File: src/phybc_pkg.sv
// Purpose: constants for the phy base control and interrupt register bank
// Assumes: 32-bit apb, one register per aligned word
// Notes:   register indices are multiplied by four to form byte addresses
package phybc_pkg;
  // ---------------------------------------------------------------
  // register indices and byte addresses
  // ---------------------------------------------------------------
  localparam logic [7:0] CTRL_IDX   = 8'h04;
  localparam logic [7:0] IRQ_IDX    = 8'h05;
  localparam logic [7:0] EVT_IDX    = 8'h08;
  localparam logic [7:0] MASK_IDX   = 8'h09;
  localparam logic [7:0] CTRL_ADDR  = 8'(CTRL_IDX * 4);
  localparam logic [7:0] IRQ_ADDR   = 8'(IRQ_IDX * 4);
  localparam logic [7:0] EVT_ADDR   = 8'(EVT_IDX * 4);
  localparam logic [7:0] MASK_ADDR  = 8'(MASK_IDX * 4);
  // ---------------------------------------------------------------
  // field positions
  // ---------------------------------------------------------------
  localparam int LINK_ACTIVE_CONTROL_BIT   = 7;
  localparam int CONT_BIT    = 6;
  localparam int JIT_LSB     = 3;
  localparam int PWR_LSB     = 0;
  localparam int RESUME_WATCHDOG_ENABLE_BIT    = 7;
  localparam int SHORT_RESET_REQUEST_BIT    = 6;
  localparam int CONFIG_TIMEOUT_IRQ_BIT    = 5;
  localparam int CABLE_POWER_IRQ_BIT    = 4;
  localparam int STATE_TIMEOUT_IRQ_BIT    = 3;
  localparam int PEI_BIT     = 2;
  localparam int EVT_W       = 5;
  localparam int EV_SRST_BIT = 4;
  // ---------------------------------------------------------------
  // reset values
  // ---------------------------------------------------------------
  localparam logic       LINK_ACTIVE_CONTROL_RST  = 1'b1;
  localparam logic       CONT_RST   = 1'b0;
  localparam logic [2:0] JITTER_VAL = 3'h0;
  localparam logic       RESUME_WATCHDOG_ENABLE_RST   = 1'b0;
  localparam logic       CABLE_POWER_IRQ_RST   = 1'b1;
  // ---------------------------------------------------------------
  // timing
  // ---------------------------------------------------------------
  localparam int CLK_PS          = 8000;
  localparam int SHORT_RESET_PS  = 1300000;
  localparam int LONG_RESET_PS   = 166000000;
  localparam int SHORT_RESET_CYC = (SHORT_RESET_PS + CLK_PS - 1) / CLK_PS;
  localparam int LONG_RESET_CYC  = (LONG_RESET_PS + CLK_PS - 1) / CLK_PS;
  localparam int RST_CNT_W       = 15;
endpackage

File: src/phybc_regs.sv
// Purpose: base control fields, short bus reset request and interrupt bits
// Assumes: all inputs synchronous to clk_sys; apb answers with no wait state
// Notes:   events also feed a read-to-clear status word with a mask
//
// Notes on behaviour
// self-id link bit is control AND link power
// link control sets at reset, survives bus reset
// link power alone keeps interface operational
// contender to self-id, cleared, written only, kept
// jitter field always reads zero
// power class from straps, to self-id, kept
// watchdog enable sets port event on resume/timeouts
// short reset request starts 1.3 us reset
// software should use short resets only
// legacy network turns short reset into long
// config timeout flag sets, cleared by one
// flagged timeouts with watchdog wake the link
// cable power falling edge sets flag, resets one
// state timeout sets flag and resets bus
// enabled port status change sets port event
// config timeout only with legacy nodes
// loop outsiders see state timeout instead
// writing zero leaves clear-by-one bits alone
`timescale 1ns/1ps
module phybc_regs
  import phybc_pkg::*;
#(
  parameter int LONG_CYC = LONG_RESET_CYC
) (
  // clock and reset
  input  wire logic        clk_sys,
  input  wire logic        rst_b,
  // apb slave
  input  wire logic        psel,
  input  wire logic        penable,
  input  wire logic        pwrite,
  input  wire logic [7:0]  paddr,
  input  wire logic [31:0] pwdata,
  output logic      [31:0] prdata,
  output logic             pready,
  output logic             pslverr,
  // link side
  input  wire logic        link_power_status_input,
  output logic             link_on_output,
  output logic             link_if_operational,
  // straps and monitored status
  input  wire logic [2:0]  power_class_straps,
  input  wire logic        cable_power_status_input,
  input  wire logic [2:0]  port_status_change,
  input  wire logic [2:0]  port_interrupt_enable,
  input  wire logic [2:0]  resume_start,
  // arbitration controller
  input  wire logic        config_timeout,
  input  wire logic        state_timeout,
  input  wire logic        legacy_node_present,
  input  wire logic        reset_opportunity,
  input  wire logic        bus_reset,
  output logic             bus_reset_drive,
  output logic             bus_reset_long,
  // self-id fields
  output logic             selfid_link_active,
  output logic             selfid_contender,
  output logic [2:0]       selfid_power_class,
  // interrupt
  output logic             irq
);
  // ---------------------------------------------------------------
  // state
  // ---------------------------------------------------------------
  typedef struct packed {
    logic                 link_active_control;
    logic                 contender;
    logic [2:0]           pwr;
    logic                 loaded;
    logic                 resume_watchdog_enable;
    logic                 short_reset_request;
    logic                 issued;
    logic                 config_timeout_irq;
    logic                 cable_power_irq;
    logic                 state_timeout_irq;
    logic                 port_event_irq;
    logic                 cps_q;
    logic                 link_on;
    logic                 sid_link;
    logic                 busy;
    logic                 long_rst;
    logic [RST_CNT_W-1:0] cnt;
    logic [EVT_W-1:0]     evt;
    logic [EVT_W-1:0]     mask;
    logic [31:0]          rdata;
  } phybc_state_s;

  phybc_state_s s;
  phybc_state_s next_s;

  localparam int SRC_M1 = SHORT_RESET_CYC - 1;

  // write-one-to-clear with set winning over the clear
  function automatic logic w1c(input logic cur, input logic wr, input logic one, input logic set);
    w1c = (cur & ~(wr & one)) | set;
  endfunction

  logic wr_acc;
  logic rd_acc;
  logic mapped;
  logic wr_ctrl;
  logic wr_irq;
  logic set_config_timeout_irq;
  logic set_cable_power_irq;
  logic set_state_timeout_irq;
  logic set_pei;
  logic tmo_set;
  logic srst_go;
  logic [31:0] rd_mux;

  // ---------------------------------------------------------------
  // apb decode
  // ---------------------------------------------------------------
  // zero wait states: read data is captured in the setup cycle
  assign pready  = 1'b1;
  assign mapped  = (paddr == CTRL_ADDR) || (paddr == IRQ_ADDR) ||
                   (paddr == EVT_ADDR) || (paddr == MASK_ADDR);
  assign pslverr = psel & penable & ~mapped;
  assign wr_acc  = psel & penable & pwrite & mapped;
  assign rd_acc  = psel & penable & ~pwrite & mapped;
  assign wr_ctrl = wr_acc & (paddr == CTRL_ADDR);
  assign wr_irq  = wr_acc & (paddr == IRQ_ADDR);

  // read multiplexer, unused bits read as zero
  always_comb begin
    rd_mux = 32'h0000_0000;
    unique case (paddr)
      CTRL_ADDR: begin
        rd_mux[LINK_ACTIVE_CONTROL_BIT]            = s.link_active_control;
        rd_mux[CONT_BIT]             = s.contender;
        rd_mux[JIT_LSB +: 3]         = JITTER_VAL;
        rd_mux[PWR_LSB +: 3]         = s.pwr;
      end
      IRQ_ADDR: begin
        rd_mux[RESUME_WATCHDOG_ENABLE_BIT] = s.resume_watchdog_enable;
        rd_mux[SHORT_RESET_REQUEST_BIT] = s.short_reset_request;
        rd_mux[CONFIG_TIMEOUT_IRQ_BIT] = s.config_timeout_irq;
        rd_mux[CABLE_POWER_IRQ_BIT] = s.cable_power_irq;
        rd_mux[STATE_TIMEOUT_IRQ_BIT] = s.state_timeout_irq;
        rd_mux[PEI_BIT]  = s.port_event_irq;
      end
      EVT_ADDR:  rd_mux[EVT_W-1:0] = s.evt;
      MASK_ADDR: rd_mux[EVT_W-1:0] = s.mask;
      default:   rd_mux = 32'h0000_0000;
    endcase
  end

  // ---------------------------------------------------------------
  // event sources
  // ---------------------------------------------------------------
  // loop healing keeps a pure new-style bus loop free, so this only fires with legacy nodes
  assign set_config_timeout_irq = config_timeout & legacy_node_present;
  assign set_cable_power_irq = s.cps_q & ~cable_power_status_input;
  assign set_state_timeout_irq = state_timeout;
  assign tmo_set  = set_config_timeout_irq | set_cable_power_irq | set_state_timeout_irq;
  assign set_pei  = (|(port_status_change & port_interrupt_enable)) |
                    (s.resume_watchdog_enable & (|resume_start)) |
                    (s.resume_watchdog_enable & tmo_set & ~link_power_status_input);
  assign srst_go  = s.short_reset_request & ~s.issued & reset_opportunity & ~s.busy;

  // ---------------------------------------------------------------
  // next state
  // ---------------------------------------------------------------
  always_comb begin
    next_s = s;
    // power class straps caught once after reset release
    if (!s.loaded) begin
      next_s.pwr    = power_class_straps;
      next_s.loaded = 1'b1;
    end
    // control register; bus reset leaves these fields alone
    if (wr_ctrl) begin
      next_s.link_active_control     = pwdata[LINK_ACTIVE_CONTROL_BIT];
      next_s.contender = pwdata[CONT_BIT];
      next_s.pwr       = pwdata[PWR_LSB +: 3];
    end
    if (wr_irq) begin
      next_s.resume_watchdog_enable = pwdata[RESUME_WATCHDOG_ENABLE_BIT];
    end
    // short reset request: bus reset clears, a fresh write wins
    if (bus_reset) begin
      next_s.short_reset_request   = 1'b0;
      next_s.issued = 1'b0;
    end
    if (wr_irq && pwdata[SHORT_RESET_REQUEST_BIT]) begin
      next_s.short_reset_request   = 1'b1;
      next_s.issued = 1'b0;
    end
    if (srst_go) begin
      next_s.issued = 1'b1;
    end
    // clear-by-one flags, zeros leave the bit alone
    next_s.config_timeout_irq = w1c(s.config_timeout_irq, wr_irq, pwdata[CONFIG_TIMEOUT_IRQ_BIT], set_config_timeout_irq);
    next_s.cable_power_irq = w1c(s.cable_power_irq, wr_irq, pwdata[CABLE_POWER_IRQ_BIT], set_cable_power_irq);
    next_s.state_timeout_irq = w1c(s.state_timeout_irq, wr_irq, pwdata[STATE_TIMEOUT_IRQ_BIT], set_state_timeout_irq);
    next_s.port_event_irq  = w1c(s.port_event_irq,  wr_irq, pwdata[PEI_BIT],  set_pei);
    next_s.cps_q = cable_power_status_input;
    // wake the link while a timeout flag waits and the link sleeps
    next_s.link_on = s.resume_watchdog_enable & (s.config_timeout_irq | s.cable_power_irq | s.state_timeout_irq) & ~link_power_status_input;
    next_s.sid_link = s.link_active_control & link_power_status_input;
    // bus reset generator; state timeout forces a long reset unless a reset is already running
    if (s.busy) begin
      if (s.cnt == '0) begin
        next_s.busy = 1'b0;
      end else begin
        next_s.cnt = s.cnt - 1'b1;
      end
    end
    if (set_state_timeout_irq && !s.busy) begin
      next_s.busy     = 1'b1;
      next_s.long_rst = 1'b1;
      next_s.cnt      = RST_CNT_W'(LONG_CYC - 1);
    end else if (srst_go) begin
      // legacy phys cannot do short resets, so fall back to long
      next_s.busy     = 1'b1;
      next_s.long_rst = legacy_node_present;
      next_s.cnt      = legacy_node_present ? RST_CNT_W'(LONG_CYC - 1)
                                            : RST_CNT_W'(SRC_M1);
    end
    // system event status: read clears, new event wins
    if (wr_acc && paddr == MASK_ADDR) begin
      next_s.mask = pwdata[EVT_W-1:0];
    end
    if (rd_acc && paddr == EVT_ADDR) begin
      next_s.evt = '0;
    end
    next_s.evt = next_s.evt | {srst_go, set_pei, set_state_timeout_irq, set_cable_power_irq, set_config_timeout_irq};
    // read data ready for the access cycle
    next_s.rdata = (psel && !penable) ? rd_mux : s.rdata;
  end

  // ---------------------------------------------------------------
  // state register
  // ---------------------------------------------------------------
  always_ff @(posedge clk_sys or negedge rst_b) begin
    if (!rst_b) begin
      s           <= '0;
      s.link_active_control     <= LINK_ACTIVE_CONTROL_RST;
      s.contender <= CONT_RST;
      s.resume_watchdog_enable      <= RESUME_WATCHDOG_ENABLE_RST;
      s.cable_power_irq      <= CABLE_POWER_IRQ_RST;
      s.cps_q     <= 1'b1;
    end else begin
      s <= next_s;
    end
  end

  // ---------------------------------------------------------------
  // outputs
  // ---------------------------------------------------------------
  assign prdata              = s.rdata;
  assign link_on_output      = s.link_on;
  assign link_if_operational = link_power_status_input;
  assign bus_reset_drive     = s.busy;
  assign bus_reset_long      = s.long_rst;
  assign selfid_link_active  = s.sid_link;
  assign selfid_contender    = s.contender;
  assign selfid_power_class  = s.pwr;
  // level interrupt while any unmasked event is pending
  assign irq = |(s.evt & s.mask);

  // ---------------------------------------------------------------
  // assertions
  // ---------------------------------------------------------------
  selfid_link_a: assert property (@(posedge clk_sys) disable iff (!rst_b)
    ##1 selfid_link_active == ($past(s.link_active_control) & $past(link_power_status_input)))
    else $error("self-id link bit not control and link power");

  link_active_control_hold_a: assert property (@(posedge clk_sys) disable iff (!rst_b)
    bus_reset && !wr_ctrl |=> $stable(s.link_active_control) && $stable(s.contender) && $stable(s.pwr))
    else $error("control fields changed on bus reset");

  jitter_zero_a: assert property (@(posedge clk_sys) disable iff (!rst_b)
    psel && !penable && paddr == CTRL_ADDR |=> prdata[JIT_LSB +: 3] == 3'h0)
    else $error("jitter field not zero");

  // keyed on the load itself, so the edge that releases reset cannot trip it
  strap_load_a: assert property (@(posedge clk_sys) disable iff (!rst_b)
    $rose(s.loaded) |-> s.pwr == $past(power_class_straps))
    else $error("power class not loaded from straps");

  resume_pei_a: assert property (@(posedge clk_sys) disable iff (!rst_b)
    s.resume_watchdog_enable && (|resume_start) |=> s.port_event_irq)
    else $error("resume did not set port event");

  tmo_pei_a: assert property (@(posedge clk_sys) disable iff (!rst_b)
    s.resume_watchdog_enable && set_state_timeout_irq && !link_power_status_input |=> s.port_event_irq)
    else $error("timeout with link asleep did not set port event");

  short_len_a: assert property (@(posedge clk_sys) disable iff (!rst_b)
    srst_go && !legacy_node_present && !set_state_timeout_irq
      |=> bus_reset_drive ##SRC_M1 bus_reset_drive ##1 !bus_reset_drive)
    else $error("short bus reset length wrong");

  short_reset_request_clear_a: assert property (@(posedge clk_sys) disable iff (!rst_b)
    bus_reset && !(wr_irq && pwdata[SHORT_RESET_REQUEST_BIT]) |=> !s.short_reset_request)
    else $error("request bit not cleared by bus reset");

  legacy_long_a: assert property (@(posedge clk_sys) disable iff (!rst_b)
    srst_go && legacy_node_present |=> bus_reset_long && bus_reset_drive)
    else $error("legacy network did not get long reset");

  config_timeout_irq_set_a: assert property (@(posedge clk_sys) disable iff (!rst_b)
    config_timeout && legacy_node_present |=> s.config_timeout_irq)
    else $error("config timeout not flagged");

  config_timeout_irq_gate_a: assert property (@(posedge clk_sys) disable iff (!rst_b)
    !s.config_timeout_irq && !legacy_node_present |=> !s.config_timeout_irq)
    else $error("config timeout without legacy nodes");

  link_wake_a: assert property (@(posedge clk_sys) disable iff (!rst_b)
    s.resume_watchdog_enable && s.state_timeout_irq && !link_power_status_input |=> link_on_output)
    else $error("link not woken by pending timeout");

  wake_drop_a: assert property (@(posedge clk_sys) disable iff (!rst_b)
    !s.resume_watchdog_enable |=> !link_on_output)
    else $error("link woken without watchdog enable");

  cable_drop_a: assert property (@(posedge clk_sys) disable iff (!rst_b)
    $fell(cable_power_status_input) |=> s.cable_power_irq)
    else $error("cable power drop not flagged");

  state_timeout_irq_reset_a: assert property (@(posedge clk_sys) disable iff (!rst_b)
    state_timeout && !s.busy |=> s.state_timeout_irq && bus_reset_drive && bus_reset_long)
    else $error("state timeout missed flag or reset");

  w1c_zero_a: assert property (@(posedge clk_sys) disable iff (!rst_b)
    wr_irq && !pwdata[CONFIG_TIMEOUT_IRQ_BIT] && s.config_timeout_irq |=> s.config_timeout_irq)
    else $error("zero write cleared flag");

  port_evt_a: assert property (@(posedge clk_sys) disable iff (!rst_b)
    wr_irq && pwdata[PEI_BIT] && (|(port_status_change & port_interrupt_enable)) |=> s.port_event_irq)
    else $error("port event lost against clear");

  pei_clear_a: assert property (@(posedge clk_sys) disable iff (!rst_b)
    wr_irq && pwdata[PEI_BIT] && !set_pei |=> !s.port_event_irq)
    else $error("port event not cleared by one");

  // a read clear in the same cycle must not swallow the new event
  pei_log_a: assert property (@(posedge clk_sys) disable iff (!rst_b)
    set_pei |=> s.evt != '0)
    else $error("port event missing from event word");
endmodule

File: config.mk
export PLATFORM = sky130hd
export DESIGN_NAME = phybc_regs
export DESIGN_NICKNAME = d
export VERILOG_FILES = /design/src/phybc_pkg.sv /design/src/phybc_regs.sv
export SDC_FILE = /design/constraint.sdc
export NUM_CORES = 1
export LEC_CHECK = 0
export BUFFER_PORTS_ARGS = -buffer_cell sky130_fd_sc_hd__clkbuf_2
export CORE_MARGIN = 1
export CORE_UTILIZATION = 50
export DETAILED_ROUTE_END_ITERATION = 8
export MAX_ROUTING_LAYER = met4
export PLACE_DENSITY_LB_ADDON = 0.08
export SYNTH_ARGS = -nofsm -noshare
export SYNTH_HDL_FRONTEND = slang
export SYNTH_SLANG_ARGS = --single-unit
export TNS_END_PERCENT = 50
File: constraint.sdc
create_clock -name clk_sys -period 2.63 [get_ports clk_sys]
set_input_delay 0.263 -clock clk_sys [delete_from_list [all_inputs] [get_ports clk_sys]]
set_output_delay 0.263 -clock clk_sys [all_outputs]
set_load 0.05 [all_outputs]
---- Yosys cells after proc, flatten, opt, wreduce, memory -nomap -nowiden ----
Cells that the tools add are included.
word-level totals
  output and inout port bits .............. 44
  register bits ........................... 51
  word-level logic and storage cells ...... 112
operators by class
  equal/unequal tests ..................... 6
  reduce and logical (&&, ||, !) cells .... 19
  add/sub/neg operators ................... 1
  bitwise gates (word level) .............. 50
  mux-type cells .......................... 16
operator list
  cell                   number
  $mux 15                3
  $mux 17                2
  $and 1x1->1            27
  $eq 8x5->1 const B     2
  $eq 8x6->1 const B     2
  $logic_not 15->1       1
  $sub 15x1->15 const B  1
  $pmux 3 s4             1
  $not 1->1              10
  $or 1x1->1             10
  $pmux 2 s3             1
  $pmux 3 s2             1
  $reduce_bool 3->1      2
  $reduce_or 3->1        2
  $and 5x5->5            1
  $logic_and 1x1->1      5
  $mux 5                 1
  $or 5x5->5             1
  $reduce_or 5->1        1
  $mux 2                 2
  $mux 4                 1
  $reduce_bool 2->1      2
  $and 3x3->3            1
  $logic_or 1x1->1       3
  6 further kinds        9

---- Longest topological paths before layout ----
  depth after elaboration ................. 10
  depth in mapped cells ................... 7
  gate-level depth less buffers ........... 6

---- Worst setup path before layout ----
Ideal clock, no wire load.
  path type ............................... reg2reg
  from .................................... register s, in the netlist bus_reset_drive
  to ...................................... register s[56] (netlist name)
  slack ................................... 0.732 ns
  data arrival time ....................... 1.772 ns
  library setup time ...................... 0.126 ns
  data required time ...................... 2.504 ns
  period minus slack after synthesis ...... 1.898 ns
  stages on the path, launching flop included .. 6
  cells stage by stage .................... dfrtp_1 buf_1 inv_1 o21ai_0 o21ai_0 a221o_1
on the way
  longest elaborated chain between the ends .. 4
ends and longest elaborated chain
  item                                                          line                                  source
  start: declaration                                            phybc_regs.sv:93                      phybc_state_s s;
  start signal: assignment                                      phybc_regs.sv:249                     s <= next_s;
  $not 1->1 / $logic_not 1->1 (equally long branches)           phybc_regs.sv:164, phybc_regs.sv:214
  $and 1x1->1 / $logic_and 1x1->1 (equally long branches)       phybc_regs.sv:164, phybc_regs.sv:214
  $ne 3x2->1 (no line), or another cell as far along            --
  $reduce_and 2->1 (no line) / $mux 17 (equally long branches)  --
Several ways; a longest one is shown, not always the timed one. The select of a mux whose other input is x is not followed.
A chain may end at the register's enable or synchronous reset.

---- Final worst setup path ----
  from .................................... register s[42] (netlist name)
  to ...................................... register s[43] (netlist name)
on the way
  longest elaborated chain between the ends .. 5
ends and longest elaborated chain
  item           line               source
  $sub 15x1->15  phybc_regs.sv:211  next_s.cnt = s.cnt - 1'b1;
  $mux 15        phybc_regs.sv:208  if (s.cnt == '0) begin
  $mux 15        phybc_regs.sv:207  if (s.busy) begin
  $mux 17        phybc_regs.sv:218  end else if (srst_go) begin
  $mux 17        phybc_regs.sv:214  if (set_state_timeout_irq && !s.busy) begin
Several ways; a longest one is shown, not always the timed one. The select of a mux whose other input is x is not followed.

==> summary.txt <==
STA
  – Slew at the pin with the worst max-slew slack: 765.2 ps
  – Final Setup Violations: 0
  – Worst-case headroom to the max-slew limit: 48.27%
  – Final hold violations: 0
  – Count of final max-slew check failures: 0
  – Tmin final: 2078 ps
  – Fmax: 0.4811 GHz
  – Fin crit share: 79.03%
  – RSZ-0062 raised after global routing: false
  – TNS Setup: 0 ps
  – Layout Skew: 6.767 ps
  – Final hold slack: 49.54 ps

Yosys
  – Number of flops mapped to enable cells by yosys: 0
  – Synth top area share: 40.47%
  – Synth warn: 0
  – Most instantiated cells after synthesis: sky130_fd_sc_hd__dfrtp_1, sky130_fd_sc_hd__buf_4, sky130_fd_sc_hd__nand2_1
  – Synthesized instance count: 297
  – Sequential area share after synthesis: 43.13%
  – Top cell type by total area after synthesis: sky130_fd_sc_hd__dfrtp_1
  – Synth Register Bits: 51
  – Count of unique library cells instantiated by Yosys: 59
  – Area of the mapped netlist: 2968 um^2
  – Top cells by area, synth: sky130_fd_sc_hd__dfrtp_1, sky130_fd_sc_hd__buf_4, sky130_fd_sc_hd__nand2_1
  – Proportion of synthesized flip-flops having asynchronous set or reset: 100.0%
  – Most frequent cell after synthesis: sky130_fd_sc_hd__dfrtp_1
  – Syn avg cell area: 9.993 um^2
  – Synth Flop Type: sky130_fd_sc_hd__dfrtp_1

Floorplan
  – Num ports: 108
  – Initial Util: 52.92%
  – Die X: 79.05 um
  – Area of the die: 6248 um^2
  – Standard cell core area: 5608 um^2
  – Placement Rows: 27
  – Die height: 79.05 um

Global routing
  – Pin count of the biggest net entering global routing: 52
  – Grt ovf: 0
  – Number of antenna violations at the first check in global routing: 0
  – Total global routing track utilization: 23.17%
  – First-pass GRT wire length: 10780 um
  – Vias in the first global route: 2159

Routing
  – Routed WL per cell: 14.79 um
  – Drc violations: 0
  – Total wire length after detailed routing: 6300 um
  – Number of vias per cell after detailed routing: 5.552
  – Drt first-iter violations: 240
  – Via count: 2365
  – Remaining antenna violation count: 0
  – Number of optimization iterations in the first detailed-route pass: 4

Critical path
  – Type of element capturing the critical path: flip-flop
  – Reg2Reg Setup Slack: 550 ps
  – Required time reported for the critical path endpoint: 2830 ps
  – Worst flop-to-flop path endpoint: s[43]
  – Worst Reg-to-Reg Cells: 6
  – Startpoint types: flip-flop
  – Reg-to-reg startpoint: s[42]
  – CP arrival: 2280 ps
  – Critical path class: reg -> reg
  – Top fanout value on the critical path: 9

Placed design
  – Placed Instances: 418
  – Final HPWL DP: 4712 um
  – Count of buffers from port buffering: 58
  – RD Place Congestion: 0.8240

Layout
  – Total number of nets in the final design: 419
  – Layout area overhead: 11.09%
  – Ratio of cells with drive above 1 in the final layout: 28.25%
  – Final non-filler cell total: 426
  – Number of filler instances in the final layout: 520
  – Diodes inserted: 0

Clock tree
  – Clk Latency, worst-skew pair: 300 ps
  – Number of buffers inserted for hold repair after clock tree synthesis: 0
  – CTS sink count: 51
  – CTS tree: done
  – Register clock-pin slew on the reported worst setup and hold paths: 90 ps
  – H-tree level count: 2
  – Clock root buffer: sky130_fd_sc_hd__clkbuf_8
  – Number of buffers inserted during clock tree synthesis: 5
  – Maximum clock path buffer count: 2
  – Post-CTS repair timing setup buffer count: 0
  – Post-cts repair resize count: 0

Run
  – Number of maximum-capacitance violations: 0

Min path
  – Min-delay worst type: in -> async

Power and ir drop
  – IR drop worst, VDD: 0.3715 mV
  – Cell Pwr Density: 653.3 nW/um^2
  – Static leakage: 1.551 nW

Run status
  – Result of the run: finished, final reports clean
[stage by stage]
stage                     instance area [um^2]  setup WS [ps]  utilization, %  total power, mW
after floorplan                           3058          732.1               -            1.543
after global placement                    3212          439.9           57.27            1.702
after detailed placement                  3212          453.4           57.27            1.719
after CTS                                 3297          577.4           58.79            2.169
after global routing                      3297          488.5           58.79            2.302
final                                     3297          551.6           58.79            2.154
[worst max-delay path by stage]
| stage | start | end | slack, ps | depth (start not counted) |
|---|---|---|---|---|
| 2_1_floorplan | bus_reset_drive | s[56] | 730 | 5 |
| 3_3_place_gp | paddr[5] | s[66] | 440 | 5 |
| 3_5_place_dp | paddr[5] | s[66] | 450 | 5 |
| 4_1_cts | s[42] | s[43] | 580 | 6 |
| 5_1_grt | s[42] | s[42] | 490 | 6 |
| 6_report | s[42] | s[43] | 550 | 6 |
[final cells by class]
type / count / area, um^2 / share of cell area, %
repair buffers: 70 / 380.4 / 11.54
multi-input cells: 214 / 1420 / 43.07
well taps: 72 / 90.09 / 2.732
flip-flops and latches: 51 / 1280 / 38.82
inverters: 11 / 41.29 / 1.252
clock buffers: 6 / 72.57 / 2.201
clock inverters: 2 / 12.51 / 0.3795
[routing by layer]
layer	vias up	share of wire, %	track usage (%)
li1	1137	-	-
met1	1127	50	34.86
met2	97	43	32.07
met3	4	5.7	3.793
met4	0	0.95	6.364
met5	-	0	-
[power by group]
group	total [mW]	internal [mW]	switching [mW]	leakage [nW]
logic	0.662	0.255	0.408	0.889
clock network	0.446	0.187	0.259	0.0412
registers	1.05	0.908	0.138	0.620
[kinds of logic after synthesis]
group,Yosys count,share of synthesized area (%)
buf+inv,56,12.06
mux,19,7.462
compound gates,74,17.33
fa+ha+maj,2,0.8430
simple gates,93,18.93
other cells,2,0.2530
flops,51,43.13
[registers in the layout (all words and copies together), names as in the netlist]
| register | cells |
|---|---|
| link_on_output | 1 |
| selfid_link_active | 1 |
| selfid_contender | 1 |
| prdata | 8 |
| bus_reset_long | 1 |
| bus_reset_drive | 1 |
| selfid_power_class | 3 |
| s | 35 |
[worst max-delay path: stages, from the launching register on]
cell                      delay [ps]
sky130_fd_sc_hd__dfrtp_1         410
sky130_fd_sc_hd__inv_1            90
sky130_fd_sc_hd__ha_1            240
sky130_fd_sc_hd__nor3b_1         160
sky130_fd_sc_hd__and4_1          230
sky130_fd_sc_hd__a21oi_2         440
sky130_fd_sc_hd__mux2_2          390
[layout by cell type, fill, tap and decap left out, types with 4 or more instances in the layout]
master	instances
sky130_fd_sc_hd__mux2_2	5
sky130_fd_sc_hd__a22oi_1	4
sky130_fd_sc_hd__o21ai_0	21
sky130_fd_sc_hd__nor2_1	11
sky130_fd_sc_hd__nand2_1	29
sky130_fd_sc_hd__a21oi_1	7
sky130_fd_sc_hd__clkbuf_2	58
sky130_fd_sc_hd__and2_1	4
sky130_fd_sc_hd__a21o_1	6
sky130_fd_sc_hd__a31oi_1	5
sky130_fd_sc_hd__mux2_4	5
sky130_fd_sc_hd__clkbuf_8	5
sky130_fd_sc_hd__dfrtp_1	48
sky130_fd_sc_hd__inv_1	11
sky130_fd_sc_hd__a211oi_1	5
sky130_fd_sc_hd__nand3_1	11
sky130_fd_sc_hd__nor3_1	5
sky130_fd_sc_hd__buf_4	12
sky130_fd_sc_hd__nand3b_1	4
sky130_fd_sc_hd__conb_1	26
sky130_fd_sc_hd__a22o_1	5
sky130_fd_sc_hd__mux2i_1	9
(Power assumes the default switching activity.)
